[src/rtl/cacm_pkg.sv]
package cacm_pkg;

   // ****************************************************************
   // register addresses
   // ****************************************************************
   localparam logic [7:0] CTRL_ADDR = 8'hd8;
   localparam logic [7:0] MODE_ADDR = 8'hd9;

   // ****************************************************************
   // field positions
   // ****************************************************************
   localparam int CTRL_OVF_BIT  = 7;
   localparam int CTRL_RUN_BIT  = 6;
   localparam int CTRL_MOD2_BIT = 2;
   localparam int MODE_IDLE_BIT = 7;
   localparam int MODE_WDE_BIT  = 6;
   localparam int MODE_LCK_BIT  = 5;
   localparam int MODE_TB_LSB   = 1;
   localparam int MODE_IEN_BIT  = 0;

   // ****************************************************************
   // reset values
   // ****************************************************************
   localparam logic [7:0] CTRL_RESET = 8'h00;
   localparam logic [7:0] MODE_RESET = 8'h40;
   localparam logic [7:0] RDATA_NONE = 8'h00;

   // ****************************************************************
   // timing counts
   // ****************************************************************
   localparam logic [3:0] DIV12_LAST = 4'hb;
   localparam logic [1:0] DIV4_LAST  = 2'h3;
   localparam logic [2:0] DIV8_LAST  = 3'h7;
   localparam logic [15:0] CNT_MAX   = 16'hffff;

   // ****************************************************************
   // timebase sources
   // ****************************************************************
   typedef enum logic [2:0] {
      TB_SYS_DIV12 = 3'h0,
      TB_SYS_DIV4  = 3'h1,
      TB_TMR0_OVF  = 3'h2,
      TB_EXT_FALL  = 3'h3,
      TB_SYS       = 3'h4,
      TB_EXT_DIV8  = 3'h5
   } cacm_tb_t;

   typedef struct packed {
      logic       ovf;
      logic       run;
      logic [2:0] rsv;
      logic [2:0] mod_flag;
   } cacm_ctrl_t;

   typedef struct packed {
      logic       idle_suspend;
      logic       wd_enable;
      logic       wd_lock;
      logic       rsv;
      logic [2:0] timebase;
      logic       ovf_irq_en;
   } cacm_mode_t;

endpackage

[src/rtl/cacm_tick_gen.sv]
`timescale 1ns/100ps
module cacm_tick_gen (
   input  wire logic       mclk_i,
   input  wire logic       rst_n_i,
   input  wire logic [2:0] timebase_select_i,
   input  wire logic       run_i,
   input  wire logic       timer0_ovf_i,
   input  wire logic       external_count_input_i,
   input  wire logic       ext_clk_i,
   output logic            tick_o
);

   logic [1:0] eci_sync_ff;
   logic [1:0] xck_sync_ff;
   logic       eci_last_ff;
   logic       xck_last_ff;
   logic [3:0] div12_ff;
   logic [1:0] div4_ff;
   logic [2:0] div8_ff;
   logic [3:0] nxt_div12;
   logic [1:0] nxt_div4;
   logic [2:0] nxt_div8;
   logic       eci_fall;
   logic       xck_rise;

   // ****************************************************************
   // pin synchronisers and edge detect on the second stage only
   // ****************************************************************
   always_ff @(posedge mclk_i or negedge rst_n_i) begin
      if (!rst_n_i) begin
         eci_sync_ff <= 2'h3;
         xck_sync_ff <= 2'h0;
         eci_last_ff <= 1'b1;
         xck_last_ff <= 1'b0;
         div12_ff    <= 4'h0;
         div4_ff     <= 2'h0;
         div8_ff     <= 3'h0;
      end else begin
         eci_sync_ff <= {eci_sync_ff[0], external_count_input_i};
         xck_sync_ff <= {xck_sync_ff[0], ext_clk_i};
         eci_last_ff <= eci_sync_ff[1];
         xck_last_ff <= xck_sync_ff[1];
         div12_ff    <= nxt_div12;
         div4_ff     <= nxt_div4;
         div8_ff     <= nxt_div8;
      end
   end

   always_comb begin
      eci_fall  = eci_last_ff & ~eci_sync_ff[1];
      xck_rise  = ~xck_last_ff & xck_sync_ff[1];
      // dividers freeze with the counter so a resume does not lose phase
      nxt_div12 = div12_ff;
      nxt_div4  = div4_ff;
      nxt_div8  = div8_ff;
      if (run_i) begin
         nxt_div12 = (div12_ff == cacm_pkg::DIV12_LAST) ? 4'h0 : div12_ff + 4'h1;
         nxt_div4  = div4_ff + 2'h1;
         if (xck_rise) begin
            nxt_div8 = div8_ff + 3'h1;
         end
      end
      case (cacm_pkg::cacm_tb_t'(timebase_select_i))
         cacm_pkg::TB_SYS_DIV12: tick_o = (div12_ff == cacm_pkg::DIV12_LAST);
         cacm_pkg::TB_SYS_DIV4:  tick_o = (div4_ff == cacm_pkg::DIV4_LAST);
         cacm_pkg::TB_TMR0_OVF:  tick_o = timer0_ovf_i;
         cacm_pkg::TB_EXT_FALL:  tick_o = eci_fall;
         cacm_pkg::TB_SYS:       tick_o = 1'b1;
         cacm_pkg::TB_EXT_DIV8:  tick_o = xck_rise && (div8_ff == cacm_pkg::DIV8_LAST);
         default:                tick_o = 1'b0;
      endcase
   end

endmodule

[src/rtl/cacm_top.sv]
`timescale 1ns/100ps
module cacm_top (
   input  wire logic        mclk_i,
   input  wire logic        rst_n_i,
   input  wire logic [7:0]  sfr_addr_i,
   input  wire logic        sfr_wr_i,
   input  wire logic        sfr_rd_i,
   input  wire logic [7:0]  sfr_wdata_i,
   output logic      [7:0]  sfr_rdata_o,
   input  wire logic        cpu_idle_i,
   input  wire logic        timer0_ovf_i,
   input  wire logic        external_count_input_i,
   input  wire logic        ext_clk_i,
   input  wire logic [2:0]  module_event_i,
   input  wire logic [2:0]  module_irq_enable_i,
   output logic             irq_o,
   output logic             watchdog_reset_o,
   output logic             module2_watchdog_o,
   output logic             counter_active_o,
   output logic             counter_tick_o,
   output logic      [15:0] count_o
);

   // ****************************************************************
   // reset release
   // ****************************************************************
   logic [1:0] rst_sync_ff;
   logic       rst_n;

   always_ff @(posedge mclk_i or negedge rst_n_i) begin
      if (!rst_n_i) begin
         rst_sync_ff <= 2'h0;
      end else begin
         rst_sync_ff <= {rst_sync_ff[0], 1'b1};
      end
   end

   assign rst_n = rst_sync_ff[1];

   // ****************************************************************
   // state
   // ****************************************************************
   cacm_pkg::cacm_ctrl_t ctrl_ff;
   cacm_pkg::cacm_ctrl_t nxt_ctrl;
   cacm_pkg::cacm_mode_t mode_ff;
   cacm_pkg::cacm_mode_t nxt_mode;
   logic [15:0]          count_ff;
   logic [15:0]          nxt_count;
   logic [7:0]           rdata_ff;
   logic [7:0]           nxt_rdata;
   logic                 wdrst_ff;
   logic                 nxt_wdrst;

   logic                 wr_ctrl;
   logic                 wr_mode;
   logic                 run;
   logic                 suspend;
   logic                 active;
   logic                 tick;
   logic                 step;
   cacm_pkg::cacm_ctrl_t wctrl;
   cacm_pkg::cacm_mode_t wmode;

   // ****************************************************************
   // timebase
   // ****************************************************************
   cacm_tick_gen u_tick (
      .mclk_i                 (mclk_i),
      .rst_n_i                (rst_n),
      .timebase_select_i      (mode_ff.timebase),
      .run_i                  (active),
      .timer0_ovf_i           (timer0_ovf_i),
      .external_count_input_i (external_count_input_i),
      .ext_clk_i              (ext_clk_i),
      .tick_o                 (tick)
   );

   // ****************************************************************
   // run control
   // ****************************************************************
   always_comb begin
      wr_ctrl = sfr_wr_i && (sfr_addr_i == cacm_pkg::CTRL_ADDR);
      wr_mode = sfr_wr_i && (sfr_addr_i == cacm_pkg::MODE_ADDR);
      wctrl   = cacm_pkg::cacm_ctrl_t'(sfr_wdata_i);
      wmode   = cacm_pkg::cacm_mode_t'(sfr_wdata_i);
      // watchdog overrides a stopped run bit without changing what it reads
      run     = ctrl_ff.run | mode_ff.wd_enable;
      suspend = mode_ff.idle_suspend & cpu_idle_i;
      active  = run & ~suspend;
      step    = active & tick;
   end

   // ****************************************************************
   // control register and counter
   // ****************************************************************
   always_comb begin
      nxt_ctrl  = ctrl_ff;
      nxt_count = count_ff;
      if (step) begin
         nxt_count = count_ff + 16'h0001;
      end
      if (wr_ctrl) begin
         // flags take the written value, so only software clears them
         nxt_ctrl.ovf      = wctrl.ovf;
         nxt_ctrl.run      = wctrl.run;
         nxt_ctrl.mod_flag = wctrl.mod_flag;
      end
      nxt_ctrl.rsv = 3'h0;
      // hardware set wins over a clear written in the same cycle
      if (step && (count_ff == cacm_pkg::CNT_MAX)) begin
         nxt_ctrl.ovf = 1'b1;
      end
      // module events are lost while the array is suspended
      if (~suspend) begin
         nxt_ctrl.mod_flag = nxt_ctrl.mod_flag | module_event_i;
      end
   end

   // ****************************************************************
   // mode register
   // ****************************************************************
   always_comb begin
      nxt_mode = mode_ff;
      if (wr_mode) begin
         if (mode_ff.wd_enable) begin
            // only the enable itself may change; lock holds it on
            if (!mode_ff.wd_lock) begin
               nxt_mode.wd_enable = wmode.wd_enable;
            end
         end else begin
            nxt_mode.idle_suspend = wmode.idle_suspend;
            nxt_mode.timebase     = wmode.timebase;
            nxt_mode.ovf_irq_en   = wmode.ovf_irq_en;
            nxt_mode.wd_lock      = wmode.wd_lock;
            // setting the lock also turns the watchdog on
            nxt_mode.wd_enable    = wmode.wd_enable | wmode.wd_lock;
         end
      end
      nxt_mode.rsv = 1'b0;
   end

   // ****************************************************************
   // watchdog trigger and read data
   // ****************************************************************
   always_comb begin
      nxt_wdrst = wr_ctrl && mode_ff.wd_enable
                  && sfr_wdata_i[cacm_pkg::CTRL_MOD2_BIT];
      nxt_rdata = rdata_ff;
      if (sfr_rd_i) begin
         if (sfr_addr_i == cacm_pkg::CTRL_ADDR) begin
            nxt_rdata = ctrl_ff;
         end else if (sfr_addr_i == cacm_pkg::MODE_ADDR) begin
            nxt_rdata = mode_ff;
         end else begin
            nxt_rdata = cacm_pkg::RDATA_NONE;
         end
      end
   end

   always_ff @(posedge mclk_i or negedge rst_n) begin
      if (!rst_n) begin
         ctrl_ff  <= cacm_pkg::cacm_ctrl_t'(cacm_pkg::CTRL_RESET);
         mode_ff  <= cacm_pkg::cacm_mode_t'(cacm_pkg::MODE_RESET);
         count_ff <= 16'h0000;
         rdata_ff <= cacm_pkg::RDATA_NONE;
         wdrst_ff <= 1'b0;
      end else begin
         ctrl_ff  <= nxt_ctrl;
         mode_ff  <= nxt_mode;
         count_ff <= nxt_count;
         rdata_ff <= nxt_rdata;
         wdrst_ff <= nxt_wdrst;
      end
   end

   // ****************************************************************
   // outputs
   // ****************************************************************
   always_comb begin
      irq_o = (ctrl_ff.ovf & mode_ff.ovf_irq_en)
              | (|(ctrl_ff.mod_flag & module_irq_enable_i));
   end

   assign sfr_rdata_o        = rdata_ff;
   assign watchdog_reset_o   = wdrst_ff;
   assign module2_watchdog_o = mode_ff.wd_enable;
   assign counter_active_o   = active;
   assign counter_tick_o     = step;
   assign count_o            = count_ff;

endmodule

[config.mk]
export PLATFORM = sky130hd
export DESIGN_NAME = cacm_top
export DESIGN_NICKNAME = d
export VERILOG_FILES = /design/src/rtl/cacm_pkg.sv /design/src/rtl/cacm_tick_gen.sv /design/src/rtl/cacm_top.sv
export SDC_FILE = /design/constraint.sdc
export NUM_CORES = 1
export LEC_CHECK = 0
export BUFFER_PORTS_ARGS = -buffer_cell sky130_fd_sc_hd__buf_2
export CORE_UTILIZATION = 53
export CTS_BUF_LIST = sky130_fd_sc_hd__clkbuf_16
export DETAILED_ROUTE_END_ITERATION = 8
export GPL_ROUTABILITY_DRIVEN = 0
export MAX_ROUTING_LAYER = met4
export PLACE_DENSITY = 0.9
export SYNTH_ARGS = -nofsm -noshare
export SYNTH_HDL_FRONTEND = slang
export SYNTH_SLANG_ARGS = --single-unit
[constraint.sdc]
create_clock -name mclk_i -period 2.12 [get_ports mclk_i]
set_clock_uncertainty 0.15 [all_clocks]
set_input_delay 0.424 -clock mclk_i [delete_from_list [all_inputs] [get_ports mclk_i]]
set_output_delay 0.424 -clock mclk_i [all_outputs]
set_load 0.02 [all_outputs]
-- Word-level counts from Yosys, hierarchy flattened
Cells that the tools add are included.
- flip-flop bits (word level): 54
- input bits: 30
- output and inout port bits: 29
- word-level logic and storage cells: 70
- add/subtract/negate cells: 4
- equality and inequality tests: 11
- muxes and demuxes: 10
- bitwise logic cells: 15
- reduce and logical (&&, ||, !) cells: 11
- operators with widths (cell ; count):
    $add 16x1->16 const B ; 1
    $eq 16x16->1 const B ; 1
    $eq 8x8->1 const B ; 2
    $mux 8 ; 2
    $eq 3x3->1 const B ; 3
    $and 1x1->1 ; 6
    $eq 3x2->1 const B ; 2
    $logic_and 1x1->1 ; 6
    $mux 3 ; 2
    $pmux 1 s6 ; 1
    $add 4x1->4 const B ; 1
    $eq 4x4->1 const B ; 1
    $mux 4 ; 1
    $not 1->1 ; 4
    $reduce_and 2->1 ; 2
    $add 3x1->3 const B ; 1
    $and 3x3->3 ; 1
    $eq 3x1->1 const B ; 1
    $logic_not 3->1 ; 1
    $mux 1 ; 3
    $or 1x1->1 ; 3
    $or 3x3->3 ; 1
    $reduce_or 3->1 ; 1
    $add 2x1->2 const B ; 1
    other kinds (3) ; 3

-- Depth between registers and ports, before layout
Gate-level depths: netlist of run 1.
- word-level depth: 7
- gate-level depth with buffers: 7

-- Hierarchy
From an unflattened synthesis of run 1, not the netlist that was laid out.
- cells, all modules: 191
- area, all modules: 2406.1 um2
- by module, submodules not included (module ; instances ; cells each ; area each (um2) ; seq. area each (um2)):
    cacm_top ; 1 ; 144 ; 1766.7 ; 952.2
    cacm_tick_gen ; 1 ; 47 ; 639.4 ; 379.1

-- Worst setup path before layout of run 1
OpenSTA, ideal clock, no wires.
- path type: register to register
- start: reg mode_ff (netlist bit module2_watchdog_o)
- end: reg count_ff[1], in the netlist count_o[1]
- library setup time: 0.125 ns
- data arrival time: 1.934 ns
- required time: 1.845 ns
- setup slack: -0.089 ns
- stages on the path, launching flop included: 5
- path buffers: 0
- cell sequence: dfstp_2 o2bb2ai_2 a221o_1 nor2_1 mux2_2
- cells in the longest elaborated chain, start to end: 3
- RTL lines (element ; RTL line ; RTL):
    start: declaration ; cacm_top.sv:45 ; cacm_pkg::cacm_mode_t mode_ff;
    start signal: assignment ; cacm_top.sv:163 ; mode_ff <= cacm_pkg::cacm_mode_t'(cacm_pkg::MODE_RESET);
    start signal: assignment ; cacm_top.sv:169 ; mode_ff <= nxt_mode;
    $or 1x1->1 ; cacm_top.sv:87 ; run = ctrl_ff.run | mode_ff.wd_enable;
    $and 1x1->1 ; cacm_top.sv:89 ; active = run & ~suspend;
    $and 1x1->1 ; cacm_top.sv:90 ; step = active & tick;
    net counter_tick_o ; cacm_top.sv:20 ; output logic counter_tick_o,
    end signal: assignment ; cacm_top.sv:170 ; count_ff <= nxt_count;
    end: declaration ; cacm_top.sv:47 ; logic [15:0] count_ff;
The timed path passes the listed nets, and every way through them passes these cells.
A chain may end at the register's enable or synchronous reset.

-- Worst setup path in the final report of run 1
- start: reg u_tick.div8_ff[0]
- end: out counter_tick_o
- cells in the longest elaborated chain, start to end: 4
- RTL lines (element ; RTL line ; RTL):
    start: declaration ; cacm_tick_gen.sv:19 ; logic [2:0] div8_ff;
    start signal: assignment ; cacm_tick_gen.sv:45 ; div8_ff <= nxt_div8;
    $eq 3x3->1 ; cacm_tick_gen.sv:69 ; cacm_pkg::TB_EXT_DIV8: tick_o = xck_rise && (div8_ff == cacm_pkg::DIV8_LAST);
    $logic_and 1x1->1 ; cacm_tick_gen.sv:69 ;
    $pmux 1 s6 ; cacm_tick_gen.sv:63 ; case (cacm_pkg::cacm_tb_t'(timebase_select_i))
    $and 1x1->1 ; cacm_top.sv:90 ;
    end: declaration ; cacm_top.sv:20 ;
No other way between the ends.

==> impl_metrics.tcl, run 1 <==
set metrics [dict create \
    arrival_ns 1.60 \
    critPathSlowestCell "dfrtp_1" \
    yosysTopAreaCell "dfrtp_1" \
    setup_slack_ns -0.0501 \
    cts_tree "done" \
    cts_sinks 53 \
    overflow 0 \
    die_w_um 69.7 \
    synth_cell_types 46 \
    ff2ff_setup_slack_ns 0.08 \
    synth_top_family_by_area "simple AND/OR/NAND/NOR gates" \
    clk_root_buffer_cell "clkbuf_16" \
    hp-class "reg -> async" \
    seqCellArea_um2 1340 \
    core_area_um2 4380 \
    layout-drive-gt1-share 0.399 \
    area_growth_pct 26.5 \
    setup_viol 1 \
    layout_commonest_cell "buf_2" \
    fmax_ghz 0.461 \
    clk_latency_ns 0.29 \
    antenna_left 0 \
    multi_input_area_um2 1070 \
    vias 1815 \
    dp_slack_ns 0.0315 \
    crit_path_cell_trace "ha_1 > ha_1 > nand3b_1 > a32o_2 > nor2_4 > buf_6" \
    grt_pass1_wl_mm 8.25 \
    vdd_ir_drop_max_mv 0.807 \
    top_layer "met4" \
    drt-met1-wl_mm 2.28 \
    synth_edf_count 0 \
    routed_wl_mm 5.20 \
    htreeDepth 2 \
    grt_start_max_net_pins 36 \
    p_sw_uw 669 \
    layout_common_cells "buf_2, dfrtp_1, nand2_1" \
    r2r-end "count_o[5]" \
    yosys.area.top_type_share 0.505 \
    leakage_nw 1.63 \
    yosys-mux-area-fraction 0.0840 \
    power.density_nw_per_um2 791 \
    critical_path_class "reg -> out" \
    crit_top_cell "ha_1" \
    netlist_top_cells_area "dfrtp_1, xor2_1, mux2_2" \
    synth.avg_cell_area_um2 12.1 \
    required_ns 1.55 \
    reg2reg_from "u_tick.eci_last_ff" \
    fin_crit_sh 1.02 \
    pwr-share-seq 0.494 \
    antenna_found_initial 0 \
    wire_per_inst_um 16.0 \
    synthAdderAreaFrac 0.0258 \
    slew_violations 0 \
    slowest_delay_ns 0.36 \
    swShare 0.275 \
    period_needed_ns 2.17 \
    start_util 0.554 \
    p_comb_frac 0.178 \
    clkPwrFrac 0.327 \
    maxCapViolations 0 \
    dp_hpwl_mm 3.59 \
    worstSetupStartpoint "u_tick.div8_ff[0]" \
    grt_pass1_vias 1746 \
    cp-start-kind "flip-flop" \
    fin_area_um2 3070 \
    num-nets-final 307 \
    clk_pin_slew_worst_paths_ns 0.07 \
    drt_iter0_markers 100 \
    dr.pass1.iters 4 \
    postLayoutCoreUtil 0.701 \
    drc 0 \
    run_status "finished with violations" \
    yosys_warnings 0 \
    wl_met3_um 213 \
    place_area_um2 2830 \
    violations "negative setup slack" \
    die_area_um2 4850 \
    die_y_um 69.7 \
    intPower_mw 1.76 \
    worstPathMaxFanout 3 \
    dr_wl_met2_mm 2.66 \
    port_buffers 56 \
    synthFlopType "dfrtp_1" \
    seq_area_frac_synth 0.548 \
    io_pins 59 \
    cts_buffer_depth 2 \
    synth-simple-area-share 0.171 \
    fillers 287 \
    cts_inserted_buffers 5 \
    synth_nets 235 \
    synth_area_um2 2430 \
    diodes 0 \
    grt_use_total 0.226 \
    ys_ff_latch 53 \
    crit_path_end "counter_tick_o" \
    power.total_mw 2.43 \
    reg2reg_depth 6 \
    end_kind "output port" \
    hold_viol 0 \
    rsz0062_at_grt "true" \
    async_flop_share 1.00 \
    synthXorXnorAreaFrac 0.0613 \
    rows 24 \
    viasPerCell 5.58 \
    synth_compound_area_frac 0.0820 \
    synth_cells 200 \
]
-- stage by stage --
step / setup TNS [ns] / instances / hold slack (ns)
after global routing: -0.106 / 325 / 0.0713
after floorplan: 0 / 200 / -0.0216
after detailed placement: 0 / 310 / 0.0526
final: -0.0501 / 325 / 0.0470
after global placement: 0 / 310 / 0.0437
after CTS: -0.0284 / 323 / 0.0576
-- final cells by class --
cell class,count,share of cell area
Clock buffer,5,0.0407
Clock inverter,3,0.00692
Inverter,5,0.00611
Multi-Input combinational cell,135,0.349
Sequential cell,53,0.435
Tap cell,52,0.0212
Timing Repair Buffer,72,0.141
-- worst min-delay path by stage --
| stage | startpoint | to | slack (ns) | cells past startpoint |
|---|---|---|---|---|
| after floorplan | rst_n_i | rst_sync_ff[0] | -0.02 | 0 |
| after global placement | rst_sync_ff[1] | count_o[14] | 0.04 | 0 |
| after detailed placement | rst_sync_ff[1] | count_o[14] | 0.05 | 0 |
| after CTS | rst_sync_ff[1] | count_o[14] | 0.06 | 0 |
| after global routing | external_count_input_i | u_tick.eci_sync_ff[0] | 0.07 | 1 |
| final | rst_sync_ff[1] | count_o[14] | 0.05 | 0 |
-- flip-flops by register name (all words and copies together) (netlist names) --
register            count
u_tick.xck_last_ff      1
sfr_rdata_o             7
mode_ff                 6
u_tick.eci_last_ff      1
u_tick.div4_ff          2
u_tick.eci_sync_ff      2
count_o                16
ctrl_ff                 5
watchdog_reset_o        1
rst_sync_ff             2
u_tick.xck_sync_ff      2
u_tick.div8_ff          3
u_tick.div12_ff         4
module2_watchdog_o      1
-- cells by family (layout without fill, tap and decap cells) --
family                     Yosys count  after routing
AOI/OAI and AO/OA                   24             24
adders and majority gates            5              5
and+or+nand+nor                     68             68
other                                2              2
xor gates and xnor gates            17             17
buffers and inverters               12             85
muxes                               19             19
DFF                                 53             53
-- critical path: cells and delay by family, from the launching register on --
kind            cells  cell delay [ns]
buf+inv             1             0.13
flops               1             0.36
fa+ha+maj           2             0.28
simple gates        2             0.20
compound gates      1             0.33
-- metal layers --
metal | global-route usage | up-vias
met5 | - | -
met4 | 0.0667 | 0
met3 | 0.0480 | 6
met2 | 0.364 | 43
met1 | 0.292 | 901
li1 | - | 865
-- cells in the mapped netlist, types with 4 or more instances --
cell type and count:
dfrtp_1 49, nand2_1 20, xor2_1 15, mux2_2 11, mux2i_1 8, nor3_1 8, nand3_1 7, ha_1 5
inv_1 5, nor2_1 5, o2bb2ai_1 5, and2_1 4, dfstp_2 4, nand4_1 4
-- power groups by stage --
stage | Sequential (mW) | Combinational (mW) | Clock (mW)
final | 1.20 | 0.433 | 0.796
after detailed placement | 1.22 | 0.361 | 0
after floorplan | 1.22 | 0.219 | 0
after CTS | 1.20 | 0.395 | 0.816
after global placement | 1.21 | 0.344 | 0
after global routing | 1.22 | 0.480 | 0.862
-- timing repair --
item | CTS | global route
buffers inserted | 4 | 2
pin swaps | 2 | 3
setup endpoints to repair | 1 | 6
hold endpoints to repair | 2 | 0
gates resized for setup | 7 | 4
hold buffers | 1 | 0
Note: power is estimated with default switching activity, not from simulation.
==> run 2, diff against run 1 <==
--- a/config.mk
+++ b/config.mk
@@ -6,12 +6,15 @@
 export NUM_CORES = 1
 export LEC_CHECK = 0
 export BUFFER_PORTS_ARGS = -buffer_cell sky130_fd_sc_hd__buf_2
-export CORE_UTILIZATION = 53
+export CELL_PAD_IN_SITES_DETAIL_PLACEMENT = 1
+export CELL_PAD_IN_SITES_GLOBAL_PLACEMENT = 2
+export CORE_UTILIZATION = 34
 export CTS_BUF_LIST = sky130_fd_sc_hd__clkbuf_16
 export DETAILED_ROUTE_END_ITERATION = 8
 export GPL_ROUTABILITY_DRIVEN = 0
 export MAX_ROUTING_LAYER = met4
-export PLACE_DENSITY = 0.9
+export PLACE_DENSITY = 0.89
+export SLEW_MARGIN = 20
 export SYNTH_ARGS = -nofsm -noshare
 export SYNTH_HDL_FRONTEND = slang
 export SYNTH_SLANG_ARGS = --single-unit
==> impl_metrics.tcl, run 2 (synthesis gave the netlist of run 1 again) <==
set metrics [dict create \
    cts_inserted_buffers 5 \
    setup_viol 1 \
    area_growth_pct 30.8 \
    rows 30 \
    critPathSlowestCell "dfrtp_1" \
    routed_wl_mm 5.83 \
    die_w_um 86.5 \
    port_buffers 56 \
    rsz0062_at_grt "true" \
    cp.depth 6 \
    start_util 0.355 \
    leakage_nw 1.68 \
    wire_per_inst_um 15.6 \
    end_kind "output port" \
    slew_violations 0 \
    layout-drive-gt1-share 0.397 \
    grt_use_total 0.165 \
    htreeDepth 2 \
    critical_path_class "reg -> out" \
    r2r-end "count_o[15]" \
    io_pins 59 \
    setup_slack_ns -0.0304 \
    layout_common_cells "buf_2, dfrtp_1, nand2_1" \
    num-nets-final 311 \
    crit_top_cell "ha_1" \
    grt_pass1_vias 1932 \
    antenna_left 0 \
    hold_ws_ns 0.0953 \
    antenna_found_initial 1 \
    critPathTopFamily "flip-flops" \
    layout_commonest_cell "buf_2" \
    maxCapViolations 0 \
    reg2reg_depth 8 \
    grt_pass1_wl_mm 9.10 \
    violations "negative setup slack" \
    fmax_ghz 0.465 \
    arrival_ns 1.58 \
    dp_hpwl_mm 4.32 \
    required_ns 1.55 \
    drt_iter0_markers 66 \
    vias 1851 \
    hp-class "reg -> async" \
    dr.pass1.iters 4 \
    clk_root_buffer_cell "clkbuf_16" \
    worstPathMaxFanout 2 \
    core_area_um2 6830 \
    grt_start_max_net_pins 52 \
    clk_latency_ns 0.28 \
    power.density_nw_per_um2 755 \
    vdd_ir_drop_max_mv 0.432 \
    run_status "finished with violations" \
    clk_pin_slew_worst_paths_ns 0.07 \
    critPathBufInv 1 \
    cts_sinks 53 \
    cts_buffer_depth 2 \
    cts_tree "done" \
    largest_reg_flops 16 \
    die_area_um2 7480 \
    fin_crit_sh 1.01 \
    overflow 0 \
    drc 0 \
    crit_path_cell_trace "ha_1 > ha_1 > nand3b_1 > a32o_2 > nor2_4 > buf_6" \
    reg2reg_from "u_tick.div8_ff[0]" \
    viasPerCell 4.95 \
    slowest_delay_ns 0.37 \
    hold_viol 0 \
    die_y_um 86.5 \
    ff2ff_setup_slack_ns 0.10 \
    postLayoutCoreUtil 0.465 \
    period_needed_ns 2.15 \
    cp-start-kind "flip-flop" \
    worstSetupStartpoint "u_tick.div8_ff[0]" \
]
run 2: per-layer routing:
layer | share of wire | routed length [µm] | up-vias | GRT usage
li1 | - | - | 872 | -
met1 | 0.47 | 2750 | 924 | 0.208
met2 | 0.47 | 2750 | 51 | 0.273
met3 | 0.051 | 298 | 4 | 0.0381
met4 | 0.0057 | 33 | 0 | 0.0318
met5 | 0 | 0 | - | -
run 2: layout make-up:
cell class / count / area (µm²)
antenna: 1 / 2.50
sequential: 53 / 1330
timing repair buffer: 76 / 459
clock buffer: 5 / 125
inverter: 5 / 18.8
tap: 96 / 120
clock inverter: 3 / 11.3
multi-input combinational: 135 / 1100
fill: 755 / 3660
run 2: power by group:
part           internal, mW  switching (mW)
logic                 0.210           0.230
registers              1.11          0.0862
clock network         0.425           0.336
total                  1.75           0.653
run 2: timing repair:
item	in CTS	in global routing
endpoints found under the hold margin	2	0
gates resized for setup	4	11
pin swaps	1	10
hold buffers	1	0
setup buffers	4	1
setup endpoints to repair	1	8
run 2: how the worst max path moves through the flow:
| stage | end |
|---|---|
| after CTS | counter_tick_o |
| final | counter_tick_o |
| after floorplan | count_o[1] |
| after detailed placement | count_o[13] |
| after global placement | count_o[12] |
| after global routing | counter_tick_o |
run 2: per-stage QoR:
step | total power [mW] | TNS (ns) | worst slack (ns) | cell area [µm²] | cells
3_5_place_dp | 1.60 | 0 | 0.0480 | 2910 | 359
2_1_floorplan | 1.44 | 0 | 0.0356 | 2430 | 200
5_1_grt | 2.52 | -0.126 | -0.124 | 3180 | 374
4_1_cts | 2.41 | -0.0449 | -0.0449 | 3100 | 372
6_report | 2.40 | -0.0304 | -0.0304 | 3180 | 374
3_3_place_gp | 1.57 | 0 | 0.138 | 2910 | 359
run 2: worst register-to-register path, delay by kind of cell (launching register included):
kind                     cells  cell delay [ns]
flip-flops                   1             0.37
AND/OR/NAND/NOR              2             0.35
adder cells (fa/ha/maj)      2             0.32
buffers and inverters        2             0.30
AO/OA/AOI/OAI                1             0.28
XOR/XNOR                     1             0.17
